### src/verilog/page_pld_pkg.sv
// page_pld_pkg: constants, offsets and carriers for the page register and
// the two programmable logic arrays that it feeds.
// assumes a single 100 MHz clock and a synchronous active-high reset.
package page_pld_pkg;

    // ----------------------------------------------------------------
    // timing
    // ----------------------------------------------------------------
    localparam int CLK_PERIOD_NS = 10;            // clock_in period
    localparam int STBY_TIME_NS  = 70;            // quiet time before standby
    // least time, so round up to whole cycles
    localparam int STBY_CYC = (STBY_TIME_NS + CLK_PERIOD_NS - 1)
                              / CLK_PERIOD_NS;

    // ----------------------------------------------------------------
    // register offsets inside the configuration space
    // ----------------------------------------------------------------
    localparam logic [7:0] OFF_PAGE   = 8'hE0;    // memory_page_select
    localparam logic [7:0] OFF_PMGT0  = 8'hB0;    // power_mgmt_reg_zero
    localparam logic [7:0] OFF_PMGT2  = 8'hB4;    // power_mgmt_reg_two
    localparam logic [7:0] OFF_MC_AB  = 8'h20;    // output_cells_port_ab
    localparam logic [7:0] OFF_MC_BC  = 8'h21;    // output_cells_port_bc
    localparam logic [7:0] OFF_IN_A   = 8'h0A;    // input cells, port a
    localparam logic [7:0] OFF_IN_B   = 8'h0B;    // input cells, port b
    localparam logic [7:0] OFF_IN_C   = 8'h0C;    // input cells, port c

    // reset values
    localparam logic [7:0] PAGE_RST   = 8'h00;
    localparam logic [7:0] PMGT0_RST  = 8'h00;
    localparam logic [4:0] PMGT2_RST  = 5'h00;
    localparam logic [7:0] MC_RST     = 8'h00;

    // field positions
    localparam int FAST_BIT   = 3;                // fast mode in reg zero
    localparam int GATE_BITS  = 5;                // control gates in reg two

    // ----------------------------------------------------------------
    // array input bus layout (73 signals)
    // ----------------------------------------------------------------
    localparam int BUS_W    = 73;
    localparam int B_ADDR   = 0;                  // 16 address lines
    localparam int B_CNTL   = 16;                 // 3 bus controls
    localparam int B_RST    = 19;
    localparam int B_PDN    = 20;
    localparam int B_PORT   = 21;                 // 24 input cells
    localparam int B_PD     = 45;                 // 3 port d inputs
    localparam int B_PAGE   = 48;                 // 8 page bits
    localparam int B_FB_AB  = 56;                 // group ab feedback
    localparam int B_FB_BC  = 64;                 // group bc feedback
    localparam int B_BUSY   = 72;                 // programming busy

    // product term counts
    localparam int DEC_TERMS  = 42;               // decode array terms
    localparam int T_CFG      = 38;               // config select term
    localparam int GEN_TERMS  = 65;               // general array terms used
    localparam int GEN_MAX    = 137;              // ceiling of the and array

    // default config select: address[15:8] == FFh
    localparam logic [BUS_W-1:0] CFG_CARE = 73'h0_0000_0000_0000_0000_FF00;
    localparam logic [BUS_W-1:0] CFG_VAL  = 73'h0_0000_0000_0000_0000_FF00;

    // ----------------------------------------------------------------
    // carriers
    // ----------------------------------------------------------------
    typedef struct packed {
        logic [19:0] addr;                        // host address
        logic [7:0]  data;                        // host write data
        logic [2:0]  cntl;                        // bus_control_inputs
        logic        wr;                          // write strobe, high
        logic        rd;                          // read strobe, high
    } host_bus_s;

    typedef struct packed {
        logic [7:0] flash;                        // main flash sectors
        logic [3:0] boot;                         // boot memory sectors
        logic       sram;                         // static ram
        logic       cfg;                          // config_space_select
        logic       jtag;                         // test port enable
        logic [1:0] periph;                       // peripheral selects
    } decode_sel_s;

endpackage : page_pld_pkg

### src/verilog/page_pld_core.sv
// page_pld_core: memory page register, address decode array and general
// logic array with host load and readback of the macrocells.
// assumes host pins arrive asynchronously and are synchronised here, and
// that the array equations are fixed by parameters at build time.
//
// Contract
// - eight-bit page register, host written and read
// - page bits feed the address decode array
// - page bits also feed general logic array
// - page register sits at config base plus E0h
// - array equations active straight from reset
// - shared 73-signal input bus for both arrays
// - extended bus type uses address bits 19:4
// - fast off: standby after 70 ns quiet
// - fast mode is bit 3 of reg zero
// - three of the five reg two bits (0..2) gate bus controls
// - eight flash selects, three terms each
// - four boot selects, three terms each
// - sram select two terms, plus config select
// - test port select and two peripheral selects
// - three port d selects, no macrocell used
// - 24 input cells, 16 macrocells, 137 terms
// - host loads and reads macrocells directly
// - group ab to ports a/b, bc to b/c
// - unplaced macrocell goes to a reachable port
// - macrocell n on data bit n per group
`timescale 1ns/1ps

module page_pld_core #(
    parameter bit                              EXT_ADDR = 1'b0,
    parameter logic [41:0][72:0] DEC_CARE = '0,
    parameter logic [41:0][72:0] DEC_VAL  = '0,
    parameter logic [41:0]       DEC_EN   = 42'h040_0000_0000,
    parameter logic [64:0][72:0] GEN_CARE = '0,
    parameter logic [64:0][72:0] GEN_VAL  = '0,
    parameter logic [64:0]       GEN_EN   = '0,
    parameter logic [15:0]       MC_INV   = 16'h0000,
    parameter logic [7:0]        AB_TO_A  = 8'hFF,
    parameter logic [7:0]        BC_TO_C  = 8'hFF
) (
    input  wire logic                    clock_in,
    input  wire logic                    sys_rst_in,
    input  wire page_pld_pkg::host_bus_s host_in,
    input  wire logic                    power_down_input_in,
    input  wire logic                    prog_busy_in,
    input  wire logic [23:0]             port_cells_in,
    input  wire logic [2:0]              port_d_in,
    output logic [7:0]                   host_data_out,
    output logic                         host_data_oe_n_out,
    output page_pld_pkg::decode_sel_s    decode_sel_out,
    output logic [7:0]                   port_a_out,
    output logic [7:0]                   port_b_out,
    output logic [7:0]                   port_c_out,
    output logic [2:0]                   port_d_cs_out,
    output logic [7:0]                   page_bits_out,
    output logic                         standby_out
);
    import page_pld_pkg::*;

    // ----------------------------------------------------------------
    // helpers
    // ----------------------------------------------------------------
    // one product term: every cared bit matches its value
    function automatic logic pterm(input logic [72:0] bus,
                                   input logic [72:0] care,
                                   input logic [72:0] val,
                                   input logic        en);
        pterm = en && (((bus ^ val) & care) == 73'h0);
    endfunction : pterm

    // ----------------------------------------------------------------
    // pin synchronisers
    // ----------------------------------------------------------------
    localparam int SYNC_W = $bits(host_bus_s) + 2 + 24 + 3;
    logic [SYNC_W-1:0] sync1_q;            // first stage, read by sync2 only
    logic [SYNC_W-1:0] sync2_q;            // safe copy of pins
    logic              wr_prev_q;          // last safe write strobe
    host_bus_s         hb;                 // synchronised host bus
    logic              pdn_s;              // synchronised power down
    logic              busy_s;             // synchronised busy flag
    logic [23:0]       cells_s;            // input cells, pass through
    logic [2:0]        pd_s;               // port d inputs

    // two flops on every pin except sys_rst_in before any logic looks at it
    always_ff @(posedge clock_in) begin
        sync1_q   <= {host_in, power_down_input_in, prog_busy_in,
                      port_cells_in, port_d_in};
        sync2_q   <= sync1_q;
        wr_prev_q <= hb.wr;
    end

    assign {hb, pdn_s, busy_s, cells_s, pd_s} = sync2_q;

    // ----------------------------------------------------------------
    // registers
    // ----------------------------------------------------------------
    logic [7:0]  page_q;                   // memory_page_select
    logic [7:0]  pmgt0_q;                  // power_mgmt_reg_zero
    logic [4:0]  pmgt2_q;                  // power_mgmt_reg_two
    logic [7:0]  mc_ab_q;                  // output_cells_port_ab
    logic [7:0]  mc_bc_q;                  // output_cells_port_bc
    logic        cfg_q;                    // config select, registered
    logic [7:0]  off;                      // low address byte
    logic        wr_take;                  // one host write, this cycle
    logic        rd_take;                  // host read in config space
    logic        fast;                     // fast mode bit

    assign off     = hb.addr[7:0];
    // write is taken on the trailing edge of the strobe
    assign wr_take = wr_prev_q && !hb.wr && cfg_q;
    assign rd_take = hb.rd && cfg_q;
    assign fast    = pmgt0_q[FAST_BIT];

    // named write enables per register
    wire we_page  = wr_take && (off == OFF_PAGE);
    wire we_pmgt0 = wr_take && (off == OFF_PMGT0);
    wire we_pmgt2 = wr_take && (off == OFF_PMGT2);
    wire we_mc_ab = wr_take && (off == OFF_MC_AB);
    wire we_mc_bc = wr_take && (off == OFF_MC_BC);

    // page register: one flop per data line, clears to page zero
    always_ff @(posedge clock_in) begin
        if (sys_rst_in) begin
            page_q <= PAGE_RST;
        end else if (we_page) begin
            page_q <= hb.data;
        end
    end

    // power management registers
    always_ff @(posedge clock_in) begin
        if (sys_rst_in) begin
            pmgt0_q <= PMGT0_RST;
            pmgt2_q <= PMGT2_RST;
        end else begin
            if (we_pmgt0) begin
                pmgt0_q <= hb.data;
            end
            if (we_pmgt2) begin
                pmgt2_q <= hb.data[GATE_BITS-1:0];
            end
        end
    end

    // ----------------------------------------------------------------
    // shared array input bus
    // ----------------------------------------------------------------
    logic [72:0] bus;                      // one bus for both arrays
    logic [15:0] addr_in;                  // address lines seen by arrays
    logic [2:0]  cntl_in;                  // controls after gating

    // extended bus type shifts the window up by four bits
    assign addr_in = EXT_ADDR ? hb.addr[19:4] : hb.addr[15:0];
    // gate bits 0..2 block the three controls; bits 3..4 are kept
    // for control signals this bus type does not carry
    assign cntl_in = hb.cntl & ~pmgt2_q[2:0];

    assign bus = {busy_s, mc_bc_q, mc_ab_q, page_q, pd_s,
                  cells_s, pdn_s, sys_rst_in, cntl_in, addr_in};

    // ----------------------------------------------------------------
    // decode array
    // ----------------------------------------------------------------
    logic [41:0] dterm;                    // decode product terms
    decode_sel_s dec;                      // decoded selects

    // terms are parameters, so equations hold from the first cycle
    generate
        for (genvar i = 0; i < DEC_TERMS; i++) begin : g_dec
            assign dterm[i] = pterm(bus, DEC_CARE[i], DEC_VAL[i],
                                    DEC_EN[i]);
        end
        for (genvar s = 0; s < 8; s++) begin : g_flash
            assign dec.flash[s] = |dterm[3*s +: 3];
        end
        for (genvar s = 0; s < 4; s++) begin : g_boot
            assign dec.boot[s] = |dterm[24 + 3*s +: 3];
        end
    endgenerate

    assign dec.sram   = |dterm[37:36];
    assign dec.cfg    = dterm[T_CFG];
    assign dec.jtag   = dterm[39];
    assign dec.periph = dterm[41:40];

    // ----------------------------------------------------------------
    // general logic array
    // ----------------------------------------------------------------
    logic [64:0] gterm;                    // general product terms
    logic [7:0]  sum_ab;                   // group ab sums, 3 terms each
    logic [7:0]  sum_bc;                   // group bc sums, 4 terms each
    logic [2:0]  cs_d;                     // port d selects, 3 terms each

    generate
        for (genvar i = 0; i < GEN_TERMS; i++) begin : g_gen
            assign gterm[i] = pterm(bus, GEN_CARE[i], GEN_VAL[i],
                                    GEN_EN[i]);
        end
        for (genvar n = 0; n < 8; n++) begin : g_sum
            assign sum_ab[n] = (|gterm[3*n +: 3]) ^ MC_INV[n];
            assign sum_bc[n] = (|gterm[24 + 4*n +: 4]) ^ MC_INV[8+n];
        end
        for (genvar n = 0; n < 3; n++) begin : g_csd
            // own terms, so no macrocell is spent on these
            assign cs_d[n] = |gterm[56 + 3*n +: 3];
        end
    endgenerate

    // macrocell flops; a host load overrides the array
    always_ff @(posedge clock_in) begin
        if (sys_rst_in) begin
            mc_ab_q <= MC_RST;
            mc_bc_q <= MC_RST;
        end else begin
            mc_ab_q <= we_mc_ab ? hb.data : sum_ab;
            mc_bc_q <= we_mc_bc ? hb.data : sum_bc;
        end
    end

    // ----------------------------------------------------------------
    // standby detection
    // ----------------------------------------------------------------
    logic [72:0] bus_prev_q;               // bus one cycle ago
    logic [3:0]  quiet_q;                  // cycles with no input change
    logic        stby_q;                   // arrays parked
    wire         bus_same = (bus == bus_prev_q);
    wire [3:0]   quiet_d  = !bus_same ? 4'h0 :
                            (quiet_q == 4'(STBY_CYC)) ? quiet_q :
                            4'(quiet_q + 4'h1);

    // counts quiet cycles; any change wakes the arrays at once
    always_ff @(posedge clock_in) begin
        bus_prev_q <= bus;
        if (sys_rst_in) begin
            quiet_q <= 4'h0;
            stby_q  <= 1'b0;
        end else begin
            quiet_q <= quiet_d;
            stby_q  <= !fast && (quiet_d == 4'(STBY_CYC));
        end
    end

    // ----------------------------------------------------------------
    // output stage
    // ----------------------------------------------------------------
    decode_sel_s dec_s1_q;                 // slow path first stage
    logic [2:0]  csd_s1_q;                 // slow path port d selects

    // fast off costs one extra cycle of delay; in standby the inputs are
    // quiet, so the outputs already hold and nothing needs freezing
    always_ff @(posedge clock_in) begin
        dec_s1_q <= dec;
        csd_s1_q <= cs_d;
        if (sys_rst_in) begin
            decode_sel_out <= '0;
            port_d_cs_out  <= 3'h0;
            cfg_q          <= 1'b0;
        end else begin
            decode_sel_out <= fast ? dec : dec_s1_q;
            port_d_cs_out  <= fast ? cs_d : csd_s1_q;
            cfg_q          <= dec.cfg;
        end
    end

    // port routing: each macrocell picks one of its two ports
    wire [7:0] pa_d = mc_ab_q & AB_TO_A;
    wire [7:0] pb_d = (mc_ab_q & ~AB_TO_A) | (mc_bc_q & ~BC_TO_C);
    wire [7:0] pc_d = mc_bc_q & BC_TO_C;

    always_ff @(posedge clock_in) begin
        if (sys_rst_in) begin
            port_a_out    <= 8'h00;
            port_b_out    <= 8'h00;
            port_c_out    <= 8'h00;
            page_bits_out <= PAGE_RST;
            standby_out   <= 1'b0;
        end else begin
            port_a_out    <= pa_d;
            port_b_out    <= pb_d;
            port_c_out    <= pc_d;
            page_bits_out <= page_q;
            standby_out   <= stby_q;
        end
    end

    // ----------------------------------------------------------------
    // host readback
    // ----------------------------------------------------------------
    logic [7:0] rd_data;                   // selected read value
    logic       rd_hit;                    // offset is mapped

    always_comb begin
        rd_hit  = 1'b1;
        case (off)
            OFF_PAGE:  rd_data = page_q;
            OFF_PMGT0: rd_data = pmgt0_q;
            OFF_PMGT2: rd_data = {3'h0, pmgt2_q};
            OFF_MC_AB: rd_data = mc_ab_q;
            OFF_MC_BC: rd_data = mc_bc_q;
            OFF_IN_A:  rd_data = cells_s[7:0];
            OFF_IN_B:  rd_data = cells_s[15:8];
            OFF_IN_C:  rd_data = cells_s[23:16];
            default: begin
                rd_data = 8'h00;
                rd_hit  = 1'b0;
            end
        endcase
    end

    // drive the data bus only for a mapped read in config space
    always_ff @(posedge clock_in) begin
        if (sys_rst_in) begin
            host_data_out      <= 8'h00;
            host_data_oe_n_out <= 1'b1;
        end else begin
            host_data_out      <= rd_data;
            host_data_oe_n_out <= !(rd_take && rd_hit);
        end
    end
endmodule : page_pld_core

### config.mk
export PLATFORM = sky130hd
export DESIGN_NAME = page_pld_core
export DESIGN_NICKNAME = d
export VERILOG_FILES = /design/src/verilog/page_pld_pkg.sv /design/src/verilog/page_pld_core.sv
export SDC_FILE = /design/constraint.sdc
export NUM_CORES = 1
export LEC_CHECK = 0
export BUFFER_PORTS_ARGS = -buffer_cell sky130_fd_sc_hd__buf_2
export CAP_MARGIN = 20
export CORE_MARGIN = 4
export CORE_UTILIZATION = 40
export CTS_CLUSTER_SIZE = 25
export DETAILED_ROUTE_END_ITERATION = 10
export HOLD_SLACK_MARGIN = 0.08
export SYNTH_ARGS = -nofsm -noshare
export SYNTH_HDL_FRONTEND = slang
export SYNTH_SLANG_ARGS = --single-unit
### constraint.sdc
create_clock -name clock_in -period 1.9 [get_ports clock_in]
set_input_delay 0 -clock clock_in [delete_from_list [all_inputs] [get_ports clock_in]]
set_output_delay 0 -clock clock_in [all_outputs]
set_load 0.02 [all_outputs]
==> impl_metrics.json <==
{
  "outcome": "finished clean",
  "synth_flop_cell": "dfxtp_1",
  "die_w_um": 147.5,
  "drc_errors": 0,
  "netlist.area_leader.share_pct": 68.65,
  "ys_seq_elements": 267,
  "p_comb_share_pct": 3.9,
  "min_period_over_period_pct": 94.95,
  "cts_buffers": 26,
  "cp-end-kind": "flip-flop",
  "rows": 50,
  "synth_compound_area_share_pct": 3.905,
  "grt_max_degree": 53,
  "worst-path-max-fanout": 5,
  "layout_common_cells": "dfxtp_1, buf_2, xnor2_1, dlygate4sd3_1, buf_4",
  "crit_type": "reg2reg",
  "crit_arrival_ns": 2.17,
  "first_global_vias": 5081,
  "grt_antenna_before_repair": 0,
  "final-seq-area_um2": 5351,
  "antenna_cells": 0,
  "rsz0062_at_grt": "no",
  "dr.pass1.iters": 4,
  "yosys-top-cells-area": "dfxtp_1, xnor2_1, mux2i_1, buf_4, nor2b_1",
  "grt_usage_pct": 15.57,
  "drv_cap": 0,
  "ys_async_sr_fraction_pct": 0,
  "synth_adder_area_share_pct": 0.1607,
  "switching_share_pct": 19.93,
  "synth_top_family_by_area": "simple AND/OR/NAND/NOR gates",
  "min_path_type": "in2reg",
  "drive_gt1_share_pct": 25.86,
  "fmax_ghz": 0.5543,
  "final_common_cell": "dfxtp_1",
  "grt_pass1_wl_um": 26880,
  "clockBufferDepth": 3,
  "worst_pin_slew_ns": 0.6272,
  "dieArea_um2": 21760,
  "finalHoldViolCount": 0,
  "seqPwrFrac_pct": 50.3,
  "synth_xor_area_share_pct": 8.324,
  "p_leak_nw": 4.228,
  "vias": 4821,
  "clk_latency_ns": 0.51,
  "hpwl_um": 12150,
  "p_per_area_nw_per_um2": 1126,
  "port_buffers": 94,
  "timing_max_transition_violations_final": 0,
  "drtAntennaViolNets": 0,
  "max-slew-margin-rel_pct": 58.19,
  "start_util_pct": 41.08,
  "htreeDepth": 1,
  "cts.sinks": 267,
  "area_delta_synth_final_pct": 33.83,
  "yosys_warnings": 0,
  "crit_slowest_cell": "or4_4",
  "fill_cells": 1606,
  "startpoint_type": "flip-flop",
  "min_period_ns": 1.804,
  "fin_util_pct": 54.97,
  "ys_seq_area_share_pct": 68.65,
  "cts_tree": "yes",
  "final_nets": 885,
  "p_int_mw": 9.390,
  "synth_mux_area_share_pct": 3.600,
  "peakVddDrop_uv": 745.1,
  "grt-ovfl-total": 0,
  "root_buffer": "clkbuf_16",
  "fin_worst_skew_ns": 0.01158,
  "critPathRequiredTime_ns": 2.27,
  "gp_congestion": 0.8544,
  "ys_types": 44,
  "drt_iter0_drc": 168,
  "avgViaCountPerCell": 4.387,
  "pwr-share-clk_pct": 45.7,
  "clk_pin_slew_ns": 0.06,
  "synthCells": 605,
  "synth_enable_flop_cells": 0,
  "syn_area_um2": 7786,
  "cp_cell_sequence": "nand2b_2 > or4_4 > buf_4 > nor3_4 > buf_12 > mux2i_1 > nor2_1",
  "coreArea_um2": 18960,
  "max_stage_delay_ns": 0.43,
  "wl_per_cell_um": 15.39,
  "synth-simple-area-share_pct": 11.65,
  "finalPower_mw": 11.73,
  "drt_wl_total_um": 16920,
  "ioPinCount": 126,
  "die_y_um": 147.5,
  "synth_top_area_cell": "dfxtp_1",
  "power.switching_mw": 2.338,
  "multiInputGateArea_um2": 2352,
  "avgSynthCellArea_um2": 12.87,
  "final-setup-viol-count": 0
}
## cell type report
class                           count  area share, %
Inverter                            1        0.03602
Multi-Input combinational cell    320          22.57
Clock buffer                       34          6.928
Sequential cell                   267          51.36
Timing Repair Buffer              204          14.13
Tap cell                          260          3.122
Clock inverter                     13          1.849
## power groups by stage
stage | registers (mW) | clock network, mW | logic [mW]
after CTS | 5.90 | 5.48 | 0.454
after detailed placement | 6.03 | 0 | 0.358
after floorplan | 5.98 | 0 | 0.276
final | 5.90 | 5.36 | 0.462
after global routing | 5.92 | 5.72 | 0.505
after global placement | 6.02 | 0 | 0.355
## state kept, by name, indices dropped and copies added (netlist names), 5 cells and up
| signal | cells |
|---|---|
| bus_prev_q | 73 |
| sync1_q | 58 |
| sync2_q | 58 |
| host_data_out | 8 |
| mc_ab_q | 8 |
| mc_bc_q | 8 |
| page_bits_out | 8 |
| page_q | 8 |
| pmgt0_q | 8 |
| port_a_out | 8 |
| port_c_out | 8 |
| pmgt2_q | 5 |
## logic make-up (layout without fill, tap and decap cells)
kind of cell,Yosys count,count (layout)
AO/OA/AOI/OAI,43,43
XOR/XNOR,74,74
adder cells (fa/ha/maj),1,1
buffers and inverters,44,252
flip-flops,267,267
multiplexers,28,28
other,1,27
AND/OR/NAND/NOR,147,147
## layer usage
| metal | GRT usage [%] | up-vias | wire length [um] |
|---|---|---|---|
| met1 | 19.95 | 2248 | 7719 |
| met3 | 2.790 | 33 | 755 |
| met5 | 0 | - | 0 |
| met4 | 4.706 | 0 | 428 |
| met2 | 26.89 | 126 | 8013 |
| li1 | - | 2414 | - |
## worst max-delay path: cells and delay by family (launching register included)
family,cells,cell delay (ns)
simple gates,4,0.83
flops,1,0.33
buf+inv,2,0.31
mux,1,0.19
## cell usage after synthesis (2+ instances only)
cell / number
buf_6: 2
xnor2_1: 71
xor2_1: 3
a22oi_1: 13
buf_1: 2
mux2i_1: 28
nor2b_1: 29
clkbuf_1: 11
a221oi_1: 6
nor4_4: 3
nand3_1: 6
o2bb2ai_1: 3
nor3_1: 5
nand4_1: 18
nor3_2: 2
nor4_1: 7
a31oi_1: 5
dfxtp_1: 267
nand4b_1: 2
buf_4: 28
nor3b_2: 2
nand3b_1: 8
nor2_1: 34
and2_1: 16
nand2_1: 5
a21oi_1: 10
o211a_1: 2
## through the flow
step                worst slack (ns)  hold WS [ns]  instances  setup TNS (ns)  area, um^2
CTS                          0.01345       0.09008       1099               0       10340
finish                       0.09595        0.1101       1099               0       10420
detailed placement          -0.01652        0.1036        992        -0.01652        8801
floorplan                   -0.08866       0.02772        631         -0.2060        7899
global route                0.008225        0.1027       1099               0       10420
global placement             0.02888        0.1021        992               0        8801
## timing repair
action,CTS,global route
buffers inserted,1,0
hold endpoints to repair,65,0
setup endpoints to repair,11,31
resized for setup,2,19
hold buffers,59,0
pin swaps,1,6
## final timing paths
path | endpoint | cells after the start | from | slack (ns)
min reg2reg | sync2_q[56] | 0 | sync1_q[56] | 0.32
min | sync1_q[49] | 2 | host_in[20] | 0.11
max reg2reg | pmgt2_q[1] | 7 | sync2_q[48] | 0.1
max | pmgt2_q[1] | 7 | sync2_q[48] | 0.1
Note: power is estimated with default switching activity, not from simulation.
